--- src/sai_pkg.sv ---
/*
 * Constants and types shared by the serial converter interface and its
 * successive-approximation core.
 * Assumes a single system clock; all serial timing is derived from sampled
 * pin edges.
 */
`default_nettype none

package sai_pkg;

	// ------------------------------------------------------------------
	// Widths and counts
	// ------------------------------------------------------------------
	localparam int unsigned SAI_SYNC_STAGES = 3;
	localparam int unsigned SAI_RES_W = 10;
	localparam int unsigned SAI_CTRL_BITS = 8;
	localparam int unsigned SAI_DECISIONS = 12;
	localparam int unsigned SAI_ACQ_CYCLES = 3;
	localparam logic [3:0] SAI_CTRL_LAST = 4'h8;
	localparam logic [3:0] SAI_TRACK_BIT = 4'h5;
	localparam logic [3:0] SAI_DEC_LAST = 4'hC;

	// ------------------------------------------------------------------
	// Control byte field positions
	// ------------------------------------------------------------------
	localparam int unsigned SAI_CB_START = 7;
	localparam int unsigned SAI_CB_SEL2 = 6;
	localparam int unsigned SAI_CB_SEL0 = 4;
	localparam int unsigned SAI_CB_UNIPOLAR = 3;
	localparam int unsigned SAI_CB_SINGLE = 2;
	localparam int unsigned SAI_CB_PD1 = 1;
	localparam int unsigned SAI_CB_PD0 = 0;

	// ------------------------------------------------------------------
	// Reset values and mux codes
	// ------------------------------------------------------------------
	localparam logic [7:0] SAI_CTRL_RST = 8'h00;
	localparam logic [9:0] SAI_RES_RST = 10'h000;
	localparam logic [9:0] SAI_MASK_MSB = 10'h200;
	localparam logic [3:0] SAI_CNT_RST = 4'h0;
	localparam logic [2:0] SAI_MUX_CH0 = 3'h0;
	localparam logic [2:0] SAI_MUX_CH1 = 3'h1;
	localparam logic [2:0] SAI_MUX_CH2 = 3'h2;
	localparam logic [2:0] SAI_MUX_CH3 = 3'h3;
	localparam logic [2:0] SAI_MUX_GNDREF = 3'h4;
	localparam logic [10:0] SAI_BIP_OFFSET = 11'h400;

	typedef enum logic [1:0] {
		SAI_ST_IDLE = 2'b00,
		SAI_ST_CTRL = 2'b01,
		SAI_ST_HOLDWAIT = 2'b10,
		SAI_ST_CONV = 2'b11
	} sai_state_t;

endpackage

`default_nettype wire

--- src/sai_serial_adc.sv ---
/*
 * Serial control and conversion sequencer of a four-channel ten-bit
 * successive-approximation converter, stepped entirely by the shift clock pin.
 * Assumes analog channel values and the ground reference arrive as quasi-static
 * ten-bit codes that are steady around the hold instant.
 */
// What this block does
// - Sample serial input on each rising shift clock edge while selected.
// - Update serial output on each rising shift clock edge.
// - Chip select high releases serial output and strobe to high impedance.
// - Input bits are ignored while chip select is high.
// - Strobe high exactly one shift clock period before the MSB decision.
// - Shutdown input low powers the device down regardless of serial activity.
// - Shift clock moves data and steps conversion; no internal conversion clock.
// - Acquisition lasts three cycles, ending on falling edge after last control bit.
// - Single-ended routes chosen channel positive, ground reference negative.
// - Differential draws inputs only from pairs zero/one and two/three.
// - Each conversion produces a ten-bit result.
// - After chip select falls, first one bit starts the control byte.
// - Twelve decisions follow on falling edges, most significant first.
// - Each chip select falling edge drives the strobe low.
// - Unipolar results straight binary, bipolar results two's complement.
`timescale 1ns/10ps
`default_nettype none

module sai_serial_adc
	import sai_pkg::*;
(
	input wire logic sys_clk,
	input wire logic sys_rst,
	input wire logic cs_n,
	input wire logic sclk,
	input wire logic din,
	input wire logic power_down_n,
	input wire logic [9:0] analog_channel0,
	input wire logic [9:0] analog_channel1,
	input wire logic [9:0] analog_channel2,
	input wire logic [9:0] analog_channel3,
	input wire logic [9:0] ground_reference_pin,
	output logic dout_o,
	output logic dout_oe,
	output logic conversion_strobe_o,
	output logic conversion_strobe_oe,
	output logic sample_capacitor_track,
	output logic [2:0] mux_pos_q,
	output logic [2:0] mux_neg_q,
	output logic powered_down,
	output logic [9:0] last_result_q
);

	// ------------------------------------------------------------------
	// Channel routing
	// ------------------------------------------------------------------
	function automatic logic [2:0] chan_pick(input logic [2:0] sel, input logic single, input logic want_pos);
		logic [2:0] code;
		code = SAI_MUX_CH0;
		if (single) begin
			if (!want_pos) begin
				code = SAI_MUX_GNDREF;
			end else begin
				case (sel)
					3'h1: code = SAI_MUX_CH0;
					3'h5: code = SAI_MUX_CH1;
					3'h2: code = SAI_MUX_CH2;
					3'h6: code = SAI_MUX_CH3;
					default: code = SAI_MUX_CH0;
				endcase
			end
		end else begin
			// Only the fixed pairs are reachable, polarity chosen by the top bit.
			case ({sel, want_pos})
				4'h3: code = SAI_MUX_CH0;
				4'h2: code = SAI_MUX_CH1;
				4'h5: code = SAI_MUX_CH2;
				4'h4: code = SAI_MUX_CH3;
				4'hB: code = SAI_MUX_CH1;
				4'hA: code = SAI_MUX_CH0;
				4'hD: code = SAI_MUX_CH3;
				4'hC: code = SAI_MUX_CH2;
				default: code = want_pos ? SAI_MUX_CH0 : SAI_MUX_CH1;
			endcase
		end
		return code;
	endfunction

	function automatic logic [9:0] chan_value(input logic [2:0] code, input logic [9:0] c0, input logic [9:0] c1,
			input logic [9:0] c2, input logic [9:0] c3, input logic [9:0] gref);
		logic [9:0] v;
		v = gref;
		case (code)
			SAI_MUX_CH0: v = c0;
			SAI_MUX_CH1: v = c1;
			SAI_MUX_CH2: v = c2;
			SAI_MUX_CH3: v = c3;
			default: v = gref;
		endcase
		return v;
	endfunction

	// ------------------------------------------------------------------
	// Pin synchronisers
	// ------------------------------------------------------------------
	logic [2:0] cs_s_q;
	logic [2:0] sclk_s_q;
	logic [2:0] din_s_q;
	logic [2:0] pdn_s_q;
	logic cs_f_q;
	logic sclk_f_q;
	logic din_f_q;
	logic pdn_f_q;

	always_ff @(posedge sys_clk) begin
		if (sys_rst) begin
			cs_s_q <= 3'h7;
			sclk_s_q <= 3'h0;
			din_s_q <= 3'h0;
			pdn_s_q <= 3'h7;
		end else begin
			cs_s_q <= {cs_s_q[1:0], cs_n};
			sclk_s_q <= {sclk_s_q[1:0], sclk};
			din_s_q <= {din_s_q[1:0], din};
			pdn_s_q <= {pdn_s_q[1:0], power_down_n};
		end
	end

	// A change is taken once the second and third stages agree.
	always_ff @(posedge sys_clk) begin
		if (sys_rst) begin
			cs_f_q <= 1'b1;
			sclk_f_q <= 1'b0;
			din_f_q <= 1'b0;
			pdn_f_q <= 1'b1;
		end else begin
			if (cs_s_q[1] == cs_s_q[2]) begin
				cs_f_q <= cs_s_q[2];
			end
			if (sclk_s_q[1] == sclk_s_q[2]) begin
				sclk_f_q <= sclk_s_q[2];
			end
			if (din_s_q[1] == din_s_q[2]) begin
				din_f_q <= din_s_q[2];
			end
			if (pdn_s_q[1] == pdn_s_q[2]) begin
				pdn_f_q <= pdn_s_q[2];
			end
		end
	end

	logic sclk_rise;
	logic sclk_fall;
	logic cs_fall;
	logic selected;

	assign sclk_rise = (sclk_s_q[1] == sclk_s_q[2]) && sclk_s_q[2] && !sclk_f_q;
	assign sclk_fall = (sclk_s_q[1] == sclk_s_q[2]) && !sclk_s_q[2] && sclk_f_q;
	assign cs_fall = (cs_s_q[1] == cs_s_q[2]) && !cs_s_q[2] && cs_f_q;
	assign selected = !cs_f_q;
	assign powered_down = !pdn_f_q;

	// ------------------------------------------------------------------
	// Sequencer
	// ------------------------------------------------------------------
	sai_state_t state_q;
	logic [7:0] shift_q;
	logic [7:0] ctrl_q;
	logic [3:0] bit_cnt_q;
	logic [3:0] seq_q;
	logic sar_load;
	logic sar_step;
	logic sar_dec;
	logic [9:0] sar_res;
	logic [9:0] pos_val;
	logic [9:0] neg_val;
	logic [10:0] diff;
	logic [10:0] bip_code;
	logic [9:0] target;

	always_ff @(posedge sys_clk) begin
		if (sys_rst || !pdn_f_q) begin
			state_q <= SAI_ST_IDLE;
			shift_q <= SAI_CTRL_RST;
			bit_cnt_q <= SAI_CNT_RST;
			seq_q <= SAI_CNT_RST;
		end else begin
			case (state_q)
				SAI_ST_IDLE: begin
					// Leading zeros are discarded; the first one is the start bit.
					if (sclk_rise && selected && din_f_q) begin
						shift_q <= {7'h00, 1'b1};
						bit_cnt_q <= 4'h1;
						state_q <= SAI_ST_CTRL;
					end
				end
				SAI_ST_CTRL: begin
					if (sclk_rise && selected) begin
						shift_q <= {shift_q[6:0], din_f_q};
						bit_cnt_q <= bit_cnt_q + 4'h1;
						if (bit_cnt_q == SAI_CTRL_LAST - 4'h1) begin
							state_q <= SAI_ST_HOLDWAIT;
						end
					end
				end
				SAI_ST_HOLDWAIT: begin
					if (sclk_fall) begin
						seq_q <= SAI_CNT_RST;
						state_q <= SAI_ST_CONV;
					end
				end
				SAI_ST_CONV: begin
					if (sclk_fall) begin
						seq_q <= seq_q + 4'h1;
						if (seq_q == SAI_DEC_LAST - 4'h1) begin
							state_q <= SAI_ST_IDLE;
						end
					end
				end
				default: state_q <= SAI_ST_IDLE;
			endcase
		end
	end

	// Track from the falling edge after the fifth control bit until hold.
	always_ff @(posedge sys_clk) begin
		if (sys_rst || !pdn_f_q) begin
			sample_capacitor_track <= 1'b0;
		end else if (sclk_fall && state_q == SAI_ST_CTRL && bit_cnt_q >= SAI_TRACK_BIT) begin
			sample_capacitor_track <= 1'b1;
		end else if (sclk_fall && state_q == SAI_ST_HOLDWAIT) begin
			sample_capacitor_track <= 1'b0;
		end
	end

	// Selection is latched once per control byte and held through the result.
	always_ff @(posedge sys_clk) begin
		if (sys_rst) begin
			ctrl_q <= SAI_CTRL_RST;
			mux_pos_q <= SAI_MUX_CH0;
			mux_neg_q <= SAI_MUX_GNDREF;
		end else if (sclk_rise && selected && state_q == SAI_ST_CTRL && bit_cnt_q == SAI_CTRL_LAST - 4'h1) begin
			ctrl_q <= {shift_q[6:0], din_f_q};
			// The single-ended flag is the sixth bit taken, one place above the first mode bit.
			mux_pos_q <= chan_pick(shift_q[5:3], shift_q[1], 1'b1);
			mux_neg_q <= chan_pick(shift_q[5:3], shift_q[1], 1'b0);
		end
	end

	assign pos_val = chan_value(mux_pos_q, analog_channel0, analog_channel1, analog_channel2, analog_channel3,
		ground_reference_pin);
	assign neg_val = chan_value(mux_neg_q, analog_channel0, analog_channel1, analog_channel2, analog_channel3,
		ground_reference_pin);
	assign diff = {1'b0, pos_val} - {1'b0, neg_val};
	assign bip_code = diff + SAI_BIP_OFFSET;
	// Unipolar clamps negative differences to zero; bipolar uses offset binary inside.
	assign target = ctrl_q[SAI_CB_UNIPOLAR] ? (diff[10] ? SAI_RES_RST : diff[9:0]) : bip_code[10:1];
	assign sar_load = sclk_fall && state_q == SAI_ST_HOLDWAIT && pdn_f_q;
	assign sar_step = sclk_fall && state_q == SAI_ST_CONV && pdn_f_q;

	sai_sar_core u_sar (
		.sys_clk(sys_clk),
		.sys_rst(sys_rst),
		.load(sar_load),
		.step(sar_step),
		.target(target),
		.decision_q(sar_dec),
		.result_q(sar_res)
	);

	// ------------------------------------------------------------------
	// Serial outputs
	// ------------------------------------------------------------------
	always_ff @(posedge sys_clk) begin
		if (sys_rst || !pdn_f_q || cs_fall) begin
			conversion_strobe_o <= 1'b0;
		end else if (sclk_rise) begin
			conversion_strobe_o <= (state_q == SAI_ST_CONV) && (seq_q == SAI_CNT_RST);
		end
	end

	always_ff @(posedge sys_clk) begin
		if (sys_rst || !pdn_f_q) begin
			dout_o <= 1'b0;
		end else if (sclk_rise) begin
			if (seq_q != SAI_CNT_RST && (state_q == SAI_ST_CONV || state_q == SAI_ST_IDLE)
					&& seq_q <= SAI_DEC_LAST) begin
				// The MSB is inverted in bipolar mode to give two's complement.
				dout_o <= (seq_q == 4'h1 && !ctrl_q[SAI_CB_UNIPOLAR]) ? !sar_dec : sar_dec;
			end else begin
				dout_o <= 1'b0;
			end
		end
	end

	always_ff @(posedge sys_clk) begin
		if (sys_rst) begin
			last_result_q <= SAI_RES_RST;
		end else if (sclk_fall && state_q == SAI_ST_CONV && seq_q == SAI_DEC_LAST - 4'h1) begin
			last_result_q <= ctrl_q[SAI_CB_UNIPOLAR] ? sar_res : {!sar_res[9], sar_res[8:0]};
		end
	end

	assign dout_oe = selected && pdn_f_q;
	assign conversion_strobe_oe = selected && pdn_f_q;

endmodule

`default_nettype wire

--- src/sai_sar_core.sv ---
/*
 * Successive-approximation decision engine: one decision per step, MSB first.
 * Assumes load and step are one-cycle pulses from the sequencer, never together.
 */
`timescale 1ns/10ps
`default_nettype none

module sai_sar_core
	import sai_pkg::*;
(
	input wire logic sys_clk,
	input wire logic sys_rst,
	input wire logic load,
	input wire logic step,
	input wire logic [9:0] target,
	output logic decision_q,
	output logic [9:0] result_q
);

	logic [9:0] target_q;
	logic [9:0] mask_q;
	logic [9:0] trial;

	assign trial = result_q | mask_q;

	// ------------------------------------------------------------------
	// Trial and decision registers
	// ------------------------------------------------------------------
	always_ff @(posedge sys_clk) begin
		if (sys_rst) begin
			target_q <= SAI_RES_RST;
			mask_q <= SAI_RES_RST;
			result_q <= SAI_RES_RST;
			decision_q <= 1'b0;
		end else if (load) begin
			target_q <= target;
			mask_q <= SAI_MASK_MSB;
			result_q <= SAI_RES_RST;
			decision_q <= 1'b0;
		end else if (step) begin
			// Past the last real bit the extra decisions read as zero.
			if (mask_q != SAI_RES_RST) begin
				decision_q <= (target_q >= trial);
				if (target_q >= trial) begin
					result_q <= trial;
				end
			end else begin
				decision_q <= 1'b0;
			end
			mask_q <= mask_q >> 1;
		end
	end

endmodule

`default_nettype wire

--- config.mk ---
export PLATFORM = sky130hd
export DESIGN_NAME = sai_serial_adc
export DESIGN_NICKNAME = d
export VERILOG_FILES = /design/src/sai_pkg.sv /design/src/sai_serial_adc.sv /design/src/sai_sar_core.sv
export SDC_FILE = /design/constraint.sdc
export NUM_CORES = 1
export LEC_CHECK = 0
export ABC_AREA = 1
export BUFFER_PORTS_ARGS = -buffer_cell sky130_fd_sc_hd__buf_4
export CORE_UTILIZATION = 62
export DETAILED_ROUTE_END_ITERATION = 12
export GPL_TIMING_DRIVEN = 0
export HOLD_SLACK_MARGIN = 0.08
export PLACE_DENSITY = 0.86
export SLEW_MARGIN = 10
export SYNTH_ARGS = -nofsm -noshare
export SYNTH_HDL_FRONTEND = slang
export SYNTH_HIERARCHICAL = 1
export SYNTH_SLANG_ARGS = --single-unit
export TNS_END_PERCENT = 50
--- constraint.sdc ---
create_clock -name sys_clk -period 5.9 [get_ports sys_clk]
set_clock_uncertainty 0.1 [all_clocks]
set_input_delay 0.59 -clock sys_clk [delete_from_list [all_inputs] [get_ports sys_clk]]
set_output_delay 0.59 -clock sys_clk [all_outputs]
set_load 0.02 [all_outputs]
======== Word level (Yosys, flattened, before mapping) ========
Index checks and enable logic that the tools add are counted.
storage, ports and cells
  flip-flop bits (word level) ............. 86
  word-level logic and storage cells ...... 136
  output and inout port bits .............. 22
cells by class
  bitwise operators ....................... 1
  $lt $le $gt $ge ......................... 3
  reductions and logical operators ........ 48
  eq/ne operators ......................... 25
  multiplexer cells ....................... 31
  add/sub/neg operators ................... 4
operators with widths
  cell                    number
  $pmux 10 s4             2
  $mux 10                 5
  $logic_and 1x1->1       22
  $mux 4                  4
  $pmux 4 s2              2
  $eq 3x2->1 const B      5
  $mux 2                  6
  $mux 6                  2
  $pmux 2 s3              2
  $pmux 6 s2              1
  $add 11x11->11 const B  1
  $sub 10x10->11          1
  $ge 10x10->1            1
  $ne 2x2->1 const B      5
  $or 10x10->10           1
  $reduce_bool 10->1      1
  $reduce_and 3->1        3
  $add 4x1->4 const B     2
  $logic_not 1->1         8
  $pmux 2 s4              1
  $reduce_bool 2->1       4
  $eq 3x1->1 const B      2
  $eq 3x3->1 const B      2
  $logic_not 3->1         2
  other kinds (17)        27

======== Logic depth before layout (Yosys ltp) ========
  depth after elaboration ................. 7
  mapped depth ............................ 22

======== Cells and area by module ========
The synthesis kept the hierarchy.
modules (own cells, without submodules)
  module          area each (um^2)  instances  sequential area each (um^2)  cells an instance
  sai_serial_adc  3,413.3           1          1,021.0                      533
  sai_sar_core    1,438.9           1          620.6                        187

======== Worst setup path after synthesis ========
OpenSTA, ideal clock, no wires.
  path kind ............................... flip-flop to flip-flop
  from .................................... reg mux_neg_q[2]
  to ...................................... reg u_sar.target_q[0]
  setup time .............................. 86 ps
  path slack .............................. 2,978 ps
  period minus slack after synthesis ...... 2,922 ps
  data arrival time ....................... 2,736 ps
  cell stages (with the launch flop) ...... 22
  data required time ...................... 5,714 ps
  cell sequence ........................... dfxtp_1 > buf_2 > nor2_2 > nand2_1 > inv_1 > nand2_1 > o21ai_0 > a21oi_1 > a21oi_1 > ha_1 > fa_1 > inv_1 > nand3_1 > nand2_1 > nand2_1 > nand2_1 > nand2_1 > nand2_2 > nand2_1 > o21bai_1 > nor2_1 > a211oi_1
on the way
  word-level cells in the longest chain between the ends .. 5
  elaborated cells on any way between the ends .. 9
RTL lines
  element                                    RTL line                                      RTL
  start, declared                            sai_serial_adc.sv:46                          output logic [2:0] mux_neg_q,
  start signal, assigned                     sai_serial_adc.sv:243                         mux_neg_q <= chan_pick(shift_q[5:3], shift_q[1], 1'b0);
  $eq 3x2->1, or another cell as far along   sai_serial_adc.sv:90                          case (code)
  $pmux 10 s4 *                              sai_serial_adc.sv:90
  $sub 10x10->11 *                           sai_serial_adc.sv:251                         assign diff = {1'b0, pos_val} - {1'b0, neg_val};
  $add 11x11->11 or $mux 10 (tied branches)  sai_serial_adc.sv:252, sai_serial_adc.sv:254
  $mux 10 *                                  sai_serial_adc.sv:254                         assign target = ctrl_q[SAI_CB_UNIPOLAR] ? (diff[10] ? SAI_RES_RST : diff[9:0]) : bip_code[10:1];
  via target[0]                              sai_serial_adc.sv:176                         logic [9:0] target;
  end signal, assigned                       sai_sar_core.sv:36                            target_q <= target;
  end, declared                              sai_sar_core.sv:20                            logic [9:0] target_q;
Mark *: on every way through the listed nets, which the timed path passes. The rest lies on a longest branch.
A chain may end at the register's enable or synchronous reset.

======== Worst setup path in the final report ========
  from .................................... reg mux_neg_q[2]
  to ...................................... reg u_sar.target_q[1]
Same word-level chain as after synthesis.

==> metrics.md <==
| Metric | Value |
|---|---|
| Status | `complete, no violations` |
| Routed Antenna Nets | `0` |
| Die Wd | `about 90 um` |
| Vias | `5,024` |
| Synth Warn # | `6` |
| Max-cap violation count | `0` |
| # setup viols final | `0` |
| CTS tree | `done` |
| Worst r2r src | `mux_neg_q[2]` |
| Core area | `0.007408 mm2` |
| PwrDens | `about 210 mW/mm2` |
| CP Class | `flop to flop` |
| Worst hold start | `cs_n` |
| DP Cell Count | `895` |
| Gate power share | `17.1%` |
| RR Endpoint | `u_sar/target_q[1]` |
| Synth area leaders | `dfxtp_1, nand2_1, ha_1` |
| Slew headroom | `between 50% and 60%` |
| Post-layout minimum cycle time | `3.452 ns` |
| Final Total Pwr | `around 1200 uW` |
| Type of origin of the critical path | `flop` |
| CTS clk-pin slew, worst paths | `0.09 ns` |
| CP max-delay cell | `fa_1` |
| Starting Density | `65.50%` |
| Fin crit share | `between 50% and 60%` |
| Crit. End Element | `flop` |
| Worst Hold End | `cs_s_q[0]` |
| Buf/Inv on CP | `3` |
| Final HPWL DP | `between 9000 and 10,000 um` |
| Final count of hold timing violations | `0` |
| IO Count | `78` |
| Setup bufs post-CTS | `0` |
| Sequential share of the synthesized area | `between 30% and 40%` |
| Hold_buf cts | `0` |
| Hold_ws | `0.3076 ns` |
| Mapped Cells | `between 700 and 800` |
| Largest net degree at the start of global routing | `16` |
| Worst R2R Setup Slack | `2.45 ns` |
| CTS root buf | `clkbuf_8` |
| Routed WL per cell | `about 14 um` |
| Final wirelength | `between 10,000 and 15,000 um` |
| GRT Total Usage | `31.96%` |
| Via-to-Cell Ratio | `approximately 5.5` |
| Initial antenna violation count | `0` |
| Fmax | `289.7 MHz` |
| #FFs+latches synth | `82` |
| Post-CTS Resized | `0` |
| Worst stage delay on the critical path | `approximately 0.41 ns` |
| Unrepaired setup endpoints after global routing | `false` |
| Synth unique cells | `41` |
| HP Class | `primary input to flop` |
| Detailed-router iteration count before antenna repair | `4` |
| Clock power frac | `a little over a third` |
| Final GP Congestion | `0.9630` |
| Worst R2R Path Depth | `21` |
| Main flop type after synthesis | `dfxtp_1` |
| Worst path top cell family by delay | `simple AND/OR/NAND/NOR gates` |
| Crit Path Max Fanout | `10` |
| Area Overhead vs Synth | `18.62%` |
| Total net switching power | `347.6 uW` |
| Remaining DRCs | `0` |
| Critical Path AT | `3.64 ns` |
| Post-synth top area share | `33.83%` |
| Syn_area_per_cell | `6.739 um2` |
| Most frequent cells after synthesis | `nand2_1, inv_1, dfxtp_1` |
| First-pass GRT wire length | `around 21,000 um` |
| Worst-Margin Slew | `0.6888 ns` |
| Final slew viol count | `0` |
| Clock Latency Late Sink | `0.36 ns` |
| IO Port Bufs | `76` |
| Nets | `898` |
| Overflow after GRT | `0` |
| Clock Path Buffers | `2` |
| Most frequent cell after synthesis | `nand2_1` |
| Antenna diodes | `0` |
| Dominant cell type by area after synthesis | `dfxtp_1` |
| Cell Chain, Critical Path | `buf_2 -> nor2_2 -> nand2_1 -> inv_1 -> nand2_1 -> o21ai_0 -> a21oi_1 -> a21oi_1 -> ha_1 -> fa_1 -> inv_1 -> nand3_1 -> nand2_1 -> nand2_1 -> nand2_1 -> nand2_1 -> nand2_2 -> nand2_1 -> o21ai_0 -> nand2_1 -> a21oi_1` |
| Post-synth ARST share | `0%` |
| Row Count | `31` |
| Sequential power share | `between 40% and 50%` |
| Total Die Area | `0.008184 mm2` |
| Synthesized cell area | `a little under 0.005 mm2` |
| Worst IR Drop VDD | `~0.24 mV` |
| Post-route non-filler standard cell count | `between 900 and 1k` |
| Vias in the first global route | `4,807` |
| Mapped Nets | `811` |
| Share of cells above drive strength 1 | `16.38%` |
| Number of synthesized flops with an enable pin | `0` |
| H-Tree Depth | `3` |
| Net Sw Frac | `28.92%` |
| Static Leak | `0.002684 uW` |
| Die height | `90.47 um` |
| Worst hold path depth | `2` |
| Final setup TNS | `0 ns` |
| Num CTS Buffers | `9` |
| Internal power | `between 800 and 900 uW` |
| CP required | `6.09 ns` |
| Critical Path Most Common Cell | `nand2_1` |
| Iter 0 DRT Violations | `400` |
| Clk sink count | `82` |
area by class of cell:
| type | count | area [um2] |
|---|---|---|
| multi-input combinational | 517 | 2714 |
| fill | 583 | 1653 |
| sequential | 82 | 1642 |
| timing repair buffer | 76 | 570.5 |
| inverter | 102 | 382.9 |
| clock buffer | 10 | 137.6 |
| tap | 99 | 123.9 |
| buffer | 19 | 113.9 |
| clock inverter | 6 | 71.32 |
metrics by stage:
stage                     instance area, um2  setup WS, ns  utilization (%)
after global placement                  5547         2.636            74.87
after detailed placement                5547         2.600            74.87
after CTS                               5756         2.539            77.69
after floorplan                         4852         2.978                -
after global routing                    5756         2.182            77.69
final                                   5756         2.448            77.69
flip-flops by register name, summed over array words and instances (netlist names), 2 cells and up:
register / cells
mux_pos_q: 2
u_sar/mask_q: 10
u_sar/target_q: 10
mux_neg_q: 3
bit_cnt_q: 4
u_sar/result_q: 10
last_result_q: 10
cs_s_q: 3
state_q: 2
shift_q: 6
sclk_s_q: 3
din_s_q: 3
seq_q: 4
pdn_s_q: 3
metal layers:
| layer | track usage (%) | share of wire, % | vias to the layer above |
|---|---|---|---|
| li1 | - | - | 2500 |
| met4 | 10.62 | 1.6 | 0 |
| met2 | 55.87 | 49 | 194 |
| met1 | 39.96 | 44 | 2304 |
| met5 | 0 | 0 | - |
| met3 | 4.882 | 6.1 | 26 |
cells by family after synthesis:
group	count (synthesis)	share of synthesized area (%)
AOI/OAI and AO/OA	152	18.36
adders and majority gates	35	9.180
other	1	0.07729
and+or+nand+nor	323	27.23
buffers and inverters	121	10.24
xor gates and xnor gates	6	1.083
DFF	82	33.83
how the worst max path moves through the flow:
stage | start | slack [ns] | cells after the start | to
floorplan | mux_neg_q[2] | 2.98 | 21 | u_sar/target_q[0]
global placement | mux_pos_q[0] | 2.64 | 18 | u_sar/target_q[0]
detailed placement | mux_neg_q[2] | 2.60 | 21 | u_sar/target_q[1]
CTS | mux_neg_q[2] | 2.54 | 21 | u_sar/target_q[1]
global route | mux_neg_q[2] | 2.18 | 21 | u_sar/target_q[1]
finish | mux_neg_q[2] | 2.45 | 21 | u_sar/target_q[1]
cells in the final DEF (no fill, tap or decap), types with 6 or more instances in the layout:
| master | synthesis | final |
|---|---|---|
| a21oi_1 | 66 | 66 |
| a21oi_2 | 9 | 9 |
| buf_4 | 4 | 80 |
| clkbuf_8 | 0 | 10 |
| dfxtp_1 | 82 | 82 |
| ha_1 | 34 | 34 |
| inv_1 | 97 | 97 |
| nand2_1 | 186 | 186 |
| nand3_1 | 42 | 42 |
| nor2_1 | 77 | 77 |
| o2111ai_1 | 11 | 11 |
| o21ai_0 | 43 | 43 |
| or2_2 | 6 | 6 |
power by group through the flow:
stage	registers, uW	clock network (uW)	logic, uW
2_1_floorplan	579	0	132
3_3_place_gp	580	0	192
3_5_place_dp	580	0	199
4_1_cts	567	434	203
5_1_grt	568	458	231
6_report	567	430	205
Note: power is estimated with default switching activity, not from simulation.
